## config.mk

```make
export PLATFORM = sky130hd
export DESIGN_NAME = fphc_flash_protect_ctrl
export DESIGN_NICKNAME = d
export VERILOG_FILES = /design/src/hw/fphc_flash_protect_ctrl.v /design/src/hw/fphc_sync3.v
export VERILOG_INCLUDE_DIRS = /design/src /design/src/hw
export SDC_FILE = /design/constraint.sdc
export NUM_CORES = 1
export LEC_CHECK = 0
export ABC_AREA = 1
export BUFFER_PORTS_ARGS = -buffer_cell sky130_fd_sc_hd__buf_2
export CORE_MARGIN = 3
export CORE_UTILIZATION = 38
export CTS_CLUSTER_DIAMETER = 60
export DETAILED_ROUTE_END_ITERATION = 8
export MAX_ROUTING_LAYER = met4
export PLACE_DENSITY = 0.52
export SETUP_SLACK_MARGIN = 0.05
export SYNTH_ARGS = -nofsm -noshare
export SYNTH_HDL_FRONTEND = slang
export SYNTH_HIERARCHICAL = 1
export SYNTH_SLANG_ARGS = --single-unit
```

## constraint.sdc

```tcl
create_clock -name clk -period 5.4 [get_ports clk]
set_input_delay 1.08 -clock clk [delete_from_list [all_inputs] [get_ports clk]]
set_output_delay 1.08 -clock clk [all_outputs]
set_load 0.005 [all_outputs]
```

## src/hw/fphc_defines.vh

```
// constants shared by the flash protect, power and pause control block
`ifndef FPHC_DEFINES_VH
`define FPHC_DEFINES_VH

// instruction codes seen in the first byte after select falls
`define FPHC_OP_WRITE_ENABLE 8'h06
`define FPHC_OP_WRITE_DISABLE 8'h04
`define FPHC_OP_READ_STATUS 8'h05
`define FPHC_OP_STATUS_WRITE 8'h01
`define FPHC_OP_PAGE_WRITE 8'h02
`define FPHC_OP_BLOCK_CLEAR 8'hD8
`define FPHC_OP_WHOLE_ERASE 8'hC7
`define FPHC_OP_DEEP_SLEEP 8'hB9
`define FPHC_OP_WAKE_AND_ID 8'hAB

// status word field positions
`define FPHC_ST_BUSY 0
`define FPHC_ST_LATCH 1
`define FPHC_ST_LEVEL_LO 2
`define FPHC_ST_LEVEL_HI 4
`define FPHC_ST_LOCK 7

// reset values (power-up state of the status bits)
`define FPHC_RST_LEVEL 3'h0
`define FPHC_RST_LOCK 1'h0

// power mode encoding on power_mode
`define FPHC_PM_STANDBY 2'h0
`define FPHC_PM_ACTIVE 2'h1
`define FPHC_PM_DEEP 2'h2

// internal cycle kinds on array_kind
`define FPHC_KIND_STATUS 2'h0
`define FPHC_KIND_PAGE 2'h1
`define FPHC_KIND_SECTOR 2'h2
`define FPHC_KIND_BULK 2'h3

// byte counts each modifying instruction must carry
`define FPHC_BYTES_SHORT 4'h1
`define FPHC_BYTES_STATUS 4'h2
`define FPHC_BYTES_SECTOR 4'h4
`define FPHC_BYTES_PAGE_MIN 4'h5

// sync stage reset pattern: {guard_n, pause_n, din, sclk, select_n}
`define FPHC_PIN_IDLE 5'h19

`endif

```

## src/hw/fphc_flash_protect_ctrl.v

```verilog
// power mode, status word, write protection and pause control
`include "fphc_defines.vh"
`default_nettype none

// Overview of operation
// RULE_01: select low means enabled and active
// RULE_02: stay active until internal cycle ends
// RULE_03: deep sleep holds until wake command
// RULE_04: deep sleep ignores all but wake
// RULE_05: status word carries busy flag
// RULE_06: status word mirrors write latch
// RULE_07: protect level selects protected region size
// RULE_08: lock plus guard pin freezes status bits
// RULE_09: modifying commands need whole byte counts
// RULE_10: modifying commands need write latch set first
// RULE_11: latch cleared at reset and completions
// RULE_12: decode protect level into sector range
// RULE_13: pause keeps bit count, internal cycle continues
// RULE_14: pause begins when clock is low
// RULE_15: pause ends when clock is low
// RULE_16: paused: output released, inputs ignored
// RULE_17: master keeps select low while paused
// RULE_18: select rising while paused resets interface
// RULE_19: master raises pause before reselecting
// RULE_20: write enable command sets write latch
// RULE_21: busy reads one only during cycles
// RULE_22: protected targets are never programmed or erased
module fphc_flash_protect_ctrl #(
  parameter STATUS_CYCLES = 16,
  parameter PAGE_CYCLES = 64,
  parameter SECTOR_CYCLES = 256,
  parameter BULK_CYCLES = 1024
) (
  input wire clk,
  input wire rst,
  input wire select_n,
  input wire sclk,
  input wire serial_in,
  input wire pause_n,
  input wire write_guard_n,
  output reg serial_out,
  output reg serial_out_oe,
  output reg [1:0] power_mode,
  output reg [7:0] status_word,
  output reg pause_active,
  output reg array_start,
  output reg [1:0] array_kind,
  output reg [18:0] array_addr
);

  // protected-sector test shared by page and sector requests
  function prot_hit;
    input [2:0] level;
    input [2:0] sector;
    begin
      prot_hit = level[2] ||
        (level == 3'h3 && sector >= 3'h4) ||
        (level == 3'h2 && sector >= 3'h6) ||
        (level == 3'h1 && sector == 3'h7); // RULE_12
    end
  endfunction

  wire [4:0] pins;
  wire sel_s = pins[0];
  wire sclk_s = pins[1];
  wire din_s = pins[2];
  wire pause_s = pins[3];
  wire guard_s = pins[4];

  fphc_sync3 #(.W(5), .INIT(`FPHC_PIN_IDLE)) u_sync (
    .clk(clk),
    .rst(rst),
    .async_in({write_guard_n, pause_n, serial_in, sclk, select_n}),
    .sync_out(pins)
  );

  reg sel_q;
  reg sclk_q;
  reg paused;
  reg [2:0] bit_cnt;
  reg [3:0] byte_cnt;
  reg [6:0] shift;
  reg [7:0] opcode;
  reg [7:0] b1;
  reg [7:0] b2;
  reg [7:0] b3;
  reg reading;
  reg [2:0] out_idx;
  reg deep;
  reg busy;
  reg [19:0] busy_cnt;
  reg [1:0] cur_kind;
  reg latch;
  reg lock;
  reg [2:0] level;
  reg [7:0] new_status;

  wire sclk_rise = sclk_s & ~sclk_q;
  wire sclk_fall = ~sclk_s & sclk_q;
  wire sel_rise = sel_s & ~sel_q;
  // paused state makes the serial clock and data a don't-care
  wire live = ~sel_s & ~paused; // RULE_16
  wire [7:0] in_byte = {shift, din_s};
  wire [18:0] addr = {b1[2:0], b2, b3};
  wire hw_locked = lock & ~guard_s; // RULE_08
  wire [7:0] st_now = {lock, 2'h0, level, latch, busy};
  // a finished frame only counts when no pause was pending at the rise
  wire frame_end = sel_rise & ~paused & (byte_cnt != 4'h0); // RULE_18
  wire whole = (bit_cnt == 3'h0); // RULE_09

  reg go;
  reg [1:0] go_kind;
  reg [19:0] go_cycles;

  // decide whether a finished frame launches an internal cycle
  always @* begin
    go = 1'b0;
    go_kind = `FPHC_KIND_STATUS;
    go_cycles = STATUS_CYCLES[19:0];
    // busy blocks new work; deep sleep blocks all but wake
    if (frame_end && whole && latch && !deep && !busy) begin // RULE_04 RULE_10
      if (opcode == `FPHC_OP_STATUS_WRITE &&
          byte_cnt == `FPHC_BYTES_STATUS && !hw_locked) begin // RULE_08
        go = 1'b1;
      end else if (opcode == `FPHC_OP_PAGE_WRITE &&
          byte_cnt >= `FPHC_BYTES_PAGE_MIN &&
          !prot_hit(level, addr[18:16])) begin // RULE_22
        go = 1'b1;
        go_kind = `FPHC_KIND_PAGE;
        go_cycles = PAGE_CYCLES[19:0];
      end else if (opcode == `FPHC_OP_BLOCK_CLEAR &&
          byte_cnt == `FPHC_BYTES_SECTOR &&
          !prot_hit(level, addr[18:16])) begin // RULE_22
        go = 1'b1;
        go_kind = `FPHC_KIND_SECTOR;
        go_cycles = SECTOR_CYCLES[19:0];
      end else if (opcode == `FPHC_OP_WHOLE_ERASE &&
          byte_cnt == `FPHC_BYTES_SHORT && level == 3'h0) begin // RULE_22
        go = 1'b1;
        go_kind = `FPHC_KIND_BULK;
        go_cycles = BULK_CYCLES[19:0];
      end
    end
  end

  // edge history of the filtered pins
  always @(posedge clk or posedge rst) begin
    if (rst) begin
      sel_q <= 1'b1;
      sclk_q <= 1'b0;
    end else begin
      sel_q <= sel_s;
      sclk_q <= sclk_s;
    end
  end

  // pause follows pause_n only while the serial clock is low, so a
  // pause edge during a high clock waits for the next low phase
  always @(posedge clk or posedge rst) begin
    if (rst) begin
      paused <= 1'b0;
    end else if (sel_s) begin
      paused <= 1'b0; // RULE_18
    end else if (!sclk_s) begin
      paused <= ~pause_s; // RULE_14 RULE_15
    end
  end

  // bit and byte capture; counters survive a pause untouched
  always @(posedge clk or posedge rst) begin
    if (rst) begin
      bit_cnt <= 3'h0;
      byte_cnt <= 4'h0;
      shift <= 7'h00;
      opcode <= 8'h00;
      b1 <= 8'h00;
      b2 <= 8'h00;
      b3 <= 8'h00;
      reading <= 1'b0;
      out_idx <= 3'h0;
    end else if (sel_s) begin
      bit_cnt <= 3'h0; // interface restarts each frame
      byte_cnt <= 4'h0;
      reading <= 1'b0;
      out_idx <= 3'h0;
    end else if (live) begin // RULE_13
      if (sclk_rise) begin
        shift <= in_byte[6:0];
        bit_cnt <= bit_cnt + 3'h1;
        if (bit_cnt == 3'h7) begin
          if (byte_cnt != 4'hF) begin
            byte_cnt <= byte_cnt + 4'h1; // saturates on long pages
          end
          if (byte_cnt == 4'h0) begin
            opcode <= in_byte;
            reading <= (in_byte == `FPHC_OP_READ_STATUS) & ~deep;
          end
          if (byte_cnt == 4'h1) begin
            b1 <= in_byte;
          end
          if (byte_cnt == 4'h2) begin
            b2 <= in_byte;
          end
          if (byte_cnt == 4'h3) begin
            b3 <= in_byte;
          end
        end
      end
      if (sclk_fall && reading) begin
        out_idx <= out_idx + 3'h1; // status repeats every byte
      end
    end
  end

  // deep power-down: entered by its command, left only by wake
  always @(posedge clk or posedge rst) begin
    if (rst) begin
      deep <= 1'b0;
    end else if (frame_end) begin
      if (deep) begin
        if (opcode == `FPHC_OP_WAKE_AND_ID) begin
          deep <= 1'b0; // RULE_03
        end
      end else if (!busy && whole && byte_cnt == `FPHC_BYTES_SHORT &&
          opcode == `FPHC_OP_DEEP_SLEEP) begin
        deep <= 1'b1; // RULE_03
      end
    end
  end

  // internal cycle timer, write latch and non-volatile status bits
  always @(posedge clk or posedge rst) begin
    if (rst) begin
      busy <= 1'b0;
      busy_cnt <= 20'h00000;
      cur_kind <= `FPHC_KIND_STATUS;
      latch <= 1'b0; // RULE_11
      lock <= `FPHC_RST_LOCK;
      level <= `FPHC_RST_LEVEL;
      new_status <= 8'h00;
      array_start <= 1'b0;
      array_kind <= `FPHC_KIND_STATUS;
      array_addr <= 19'h00000;
    end else begin
      array_start <= 1'b0;
      if (go) begin
        busy <= 1'b1; // RULE_05 RULE_21
        busy_cnt <= go_cycles - 20'h00001;
        cur_kind <= go_kind;
        new_status <= b1;
        array_start <= (go_kind != `FPHC_KIND_STATUS);
        array_kind <= go_kind;
        array_addr <= addr;
      end else if (busy) begin
        // a cycle in flight ignores pause and select entirely
        if (busy_cnt == 20'h00000) begin
          busy <= 1'b0; // RULE_21 RULE_13
          latch <= 1'b0; // RULE_11
          if (cur_kind == `FPHC_KIND_STATUS) begin
            lock <= new_status[`FPHC_ST_LOCK]; // RULE_07
            level <= new_status[`FPHC_ST_LEVEL_HI:`FPHC_ST_LEVEL_LO];
          end
        end else begin
          busy_cnt <= busy_cnt - 20'h00001;
        end
      end else if (frame_end && whole && !deep &&
          byte_cnt == `FPHC_BYTES_SHORT) begin
        if (opcode == `FPHC_OP_WRITE_ENABLE) begin
          latch <= 1'b1; // RULE_20 RULE_10
        end else if (opcode == `FPHC_OP_WRITE_DISABLE) begin
          latch <= 1'b0; // RULE_11
        end
      end
    end
  end

  // registered pin-facing outputs and observable state
  always @(posedge clk or posedge rst) begin
    if (rst) begin
      serial_out <= 1'b0;
      serial_out_oe <= 1'b0;
      power_mode <= `FPHC_PM_STANDBY;
      status_word <= 8'h00;
      pause_active <= 1'b0;
    end else begin
      if (live && sclk_fall && reading) begin
        serial_out <= st_now[3'h7 - out_idx]; // RULE_05 RULE_06
      end
      // released while deselected or paused
      serial_out_oe <= live & reading; // RULE_16
      if (deep) begin
        power_mode <= `FPHC_PM_DEEP; // RULE_03
      end else if (!sel_s || busy || go) begin
        power_mode <= `FPHC_PM_ACTIVE; // RULE_01 RULE_02
      end else begin
        power_mode <= `FPHC_PM_STANDBY;
      end
      status_word <= st_now; // RULE_06
      pause_active <= paused;
    end
  end

endmodule // fphc_flash_protect_ctrl

`default_nettype wire

```

## src/hw/fphc_sync3.v

```verilog
// three-stage pin synchroniser with a two-stage agreement filter
`default_nettype none

module fphc_sync3 #(
  parameter W = 1,
  parameter [W-1:0] INIT = {W{1'b0}}
) (
  input wire clk,
  input wire rst,
  input wire [W-1:0] async_in,
  output reg [W-1:0] sync_out
);

  reg [W-1:0] s1;
  reg [W-1:0] s2;
  reg [W-1:0] s3;

  // s1 is only read by s2; output moves once s2 and s3 agree
  always @(posedge clk or posedge rst) begin
    if (rst) begin
      s1 <= INIT;
      s2 <= INIT;
      s3 <= INIT;
      sync_out <= INIT;
    end else begin
      s1 <= async_in;
      s2 <= s1;
      s3 <= s2;
      sync_out <= (s3 & ~(s2 ^ s3)) | (sync_out & (s2 ^ s3));
    end
  end

endmodule // fphc_sync3

`default_nettype wire

```

==> impl_metrics.json <==
{
  "worstPathArrival_ns": 3.24,
  "worst-endpoint-required_ns": 5.71,
  "grt_pass1_wl_um": 22200,
  "synth_ff_type": "sky130_fd_sc_hd__dfrtp_1",
  "synthDistinctLibCells": 36,
  "status": "completed",
  "timing_hold_violations_final": 0,
  "max_freq_mhz": 341,
  "detail_route.wirelength_um": 13100,
  "detail_route.wl_per_cell_um": 13.6,
  "area_growth_syn_to_layout_pct": 16.6,
  "first_global_vias": 4445,
  "grt-ovfl-total": 0,
  "cellLeakagePower_uw": 0.00351,
  "core_area_mm2": 0.0153,
  "synth_largest_area_cell": "sky130_fd_sc_hd__dfrtp_1",
  "tritoncts": "yes",
  "root_buf_cell": "sky130_fd_sc_hd__clkbuf_16",
  "worst-setup-path-type": "reg -> reg",
  "core.rowCount": 45,
  "hold_path_class": "reg -> reg",
  "synthesis.area_per_instance_um2": 8.62,
  "kind_of_capture_point_of_the_worst_setup_path": "flip-flop",
  "worst_hold_path.num_cells": 0,
  "timing.max_cap.violations": 0,
  "num_io_pins": 42,
  "relSlewSlack_pct": 37.9,
  "yosys-top-cells-area": "sky130_fd_sc_hd__dfrtp_1 50%, sky130_fd_sc_hd__nand2_1 11%, sky130_fd_sc_hd__o21ai_0 6.6%",
  "synth_top_area_share_pct": 50.5,
  "hold_start": "u_sync/s1[1]$_DFF_PP0_",
  "power.density_mw_per_mm2": 349,
  "worst_setup_hold_path_clk_slew_ns": 0.06,
  "place.port_buffers": 39,
  "start_util_pct": 39.2,
  "n_antenna_cell": 0,
  "rsz0062_at_grt": "false",
  "synth_enable_flop_cells": 0,
  "firstDrtPassIters": 5,
  "cts.repair_timing.setup_buffer_count": 0,
  "antenna_found_initial": 0,
  "slew_violations": 0,
  "critPathMaxFanout": 11,
  "synthesis.area_mm2": 0.00600,
  "track_usage_pct": 16.3,
  "die_area_mm2": 0.0173,
  "setup_viol_count_final": 0,
  "crit_path_start_kind": "flip-flop",
  "setup_total_negative_slack_ns": 0,
  "synth-async-reset-ratio_pct": 100,
  "finish.instance_area_mm2": 0.00699,
  "timing.reg2reg.worst_path_depth": 16,
  "final_nets": 753,
  "worst_pin_slew_ns": 0.928,
  "h-tree-depth": 4,
  "tritoncts_num_sinks": 134,
  "synth.yosys.seq_area_share_pct": 56.2,
  "max-clock-path-buffers": 2,
  "drt_first_iter_violations": 263,
  "cts_hold_repair.buffers": 0,
  "grt_max_degree": 74,
  "post_dp_cell_area_mm2": 0.00636,
  "fp.dieW_um": 132,
  "number_of_antenna_violating_nets_in_the_routed_design": 0,
  "synthesis.yosys.warnings": 6,
  "numCtsBuffers": 17,
  "syn_inst": 696,
  "final.setup_skew_ns": 0.00773,
  "postSynthRegisterBits": 134,
  "cts-resized-gates": 0,
  "chipHeight_um": 132,
  "layout_cells_sized_above_1_pct": 13.9,
  "hold_slack_ns": 0.349,
  "place_congestion": 0.905,
  "timing.final.crit_share_pct": 54.3,
  "filler_cell_count": 1541,
  "avgViaCountPerCell": 4.70,
  "post-route-drc-count": 0,
  "ir_drop_mv": 0.217,
  "overall_via_count_from_detail_route": 4520,
  "layout_min_cycle_time_ns": 2.93,
  "dp.final_hpwl_um": 9380,
  "clk-insertion-delay-late_ns": 0.41
}
worst max-delay path, cell delays in order, from the launching register on:
cell,delay [ns]
sky130_fd_sc_hd__dfstp_2,0.61
sky130_fd_sc_hd__inv_2,0.12
sky130_fd_sc_hd__nor3_2,0.18
sky130_fd_sc_hd__nand3_2,0.15
sky130_fd_sc_hd__nor3_4,0.30
sky130_fd_sc_hd__inv_1,0.13
sky130_fd_sc_hd__a21oi_1,0.22
sky130_fd_sc_hd__nor2_1,0.08
sky130_fd_sc_hd__inv_1,0.06
sky130_fd_sc_hd__ha_1,0.18
sky130_fd_sc_hd__nand2_1,0.12
sky130_fd_sc_hd__nor2_2,0.19
sky130_fd_sc_hd__nand3_1,0.14
sky130_fd_sc_hd__nor2_2,0.15
sky130_fd_sc_hd__nand3_1,0.09
sky130_fd_sc_hd__nand2_1,0.07
sky130_fd_sc_hd__inv_1,0.03
per-stage QoR:
stage | utilization (%) | cells | setup WS (ns) | power, uW
detailed placement | 41.5 | 929 | 2.49 | 1230
floorplan | - | 697 | 1.31 | 1180
global route | 45.7 | 961 | 2.13 | 2540
finish | 45.7 | 961 | 2.47 | 2440
CTS | 45.7 | 961 | 2.47 | 2470
global placement | 41.5 | 929 | 2.58 | 1230
area by class of cell:
class	count	area, um^2	area share, %
sequential	134	3370	48.2
multi-input combinational	451	2170	31.0
clock buffer	20	457	6.53
inverter	92	348	4.97
tap	211	264	3.77
timing repair buffer	41	210	3.01
clock inverter	12	175	2.50
power breakdown:
part	switching [uW]	internal (uW)	total (uW)
logic	66.0	28.1	94.1
registers	66.5	1050	1120
clock network	428	796	1220
total	561	1880	2440
path summary, 6_finish.rpt:
kind / to / slack [ns]
min in group asynchronous: u_sync/s2[1]$_DFF_PP0_ / 0.81
max in group asynchronous: status_word[1]$_DFF_PP0_ / 3.45
max reg2reg: busy_cnt[16]$_DFFE_PP0P_ / 2.47
max: busy_cnt[16]$_DFFE_PP0P_ / 2.47
min: u_sync/s2[1]$_DFF_PP0_ / 0.35
min reg2reg: u_sync/s2[1]$_DFF_PP0_ / 0.35
synthesized netlist by cell type, types with 2 or more instances:
library cell               number
sky130_fd_sc_hd__nand2_2        4
sky130_fd_sc_hd__nand3b_1       2
sky130_fd_sc_hd__a31oi_1        2
sky130_fd_sc_hd__xor2_1         5
sky130_fd_sc_hd__dfrtp_1      121
sky130_fd_sc_hd__a21oi_1       20
sky130_fd_sc_hd__inv_1         91
sky130_fd_sc_hd__o41ai_1        6
sky130_fd_sc_hd__buf_4          5
sky130_fd_sc_hd__nor2_1        69
sky130_fd_sc_hd__nor3_2         3
sky130_fd_sc_hd__ha_1           9
sky130_fd_sc_hd__xnor2_1        3
sky130_fd_sc_hd__dfstp_2       13
sky130_fd_sc_hd__o22ai_1        2
sky130_fd_sc_hd__o21ai_0       79
sky130_fd_sc_hd__nand3_1       35
sky130_fd_sc_hd__nor3_1         6
sky130_fd_sc_hd__clkbuf_1      11
sky130_fd_sc_hd__buf_6          3
sky130_fd_sc_hd__nand4_1       16
sky130_fd_sc_hd__nor2_2         6
sky130_fd_sc_hd__nand2_1      172
cells in the final DEF, fill, tap and decap left out, drive strengths merged, types with 4 or more instances in the layout:
cell	netlist	routed
a21oi	20	20
buf	9	41
bufinv	0	4
clkbuf	11	20
clkinv	0	4
dfrtp	121	121
dfstp	13	13
ha	9	9
inv	92	93
nand2	177	177
nand3	36	36
nand4	16	16
nor2	75	75
nor3	10	10
o21ai	80	80
o41ai	6	6
xor2	5	5
cell families (layout without fill, tap and decap cells):
logic type / Yosys count / in the layout / share of synthesized area, %
and+or+nand+nor: 319 / 319 / 22.9
muxes: 1 / 1 / 0.188
adders and majority gates: 9 / 9 / 1.88
buffers and inverters: 112 / 165 / 7.72
xor gates and xnor gates: 8 / 8 / 1.17
AOI/OAI and AO/OA: 112 / 112 / 9.89
DFF: 134 / 134 / 56.2
other: 1 / 2 / 0.0625
sequential cells by signal, indices dropped and copies added (netlist names), 2 cells and up, named ones only:
register     flops
b3               8
u_sync/s3        5
level            3
out_idx          3
cur_kind         2
byte_cnt         4
new_status       4
status_word      6
b2               8
power_mode       2
array_addr      18
b1               6
opcode           8
u_sync/s2        5
bit_cnt          3
u_sync/s1        5
shift            7
busy_cnt        20
routing by layer:
| layer | track usage (%) | wire [um] | share of wire [%] | vias up |
|---|---|---|---|---|
| met2 | 24.6 | 5910 | 45 | 95 |
| li1 | - | - | - | 2307 |
| met3 | 4.59 | 526 | 4.0 | 5 |
| met5 | - | 0 | 0 | - |
| met4 | 4.08 | 95 | 0.73 | 0 |
| met1 | 21.8 | 6560 | 50 | 2113 |
No activity file was read; power rests on OpenSTA's default activity.
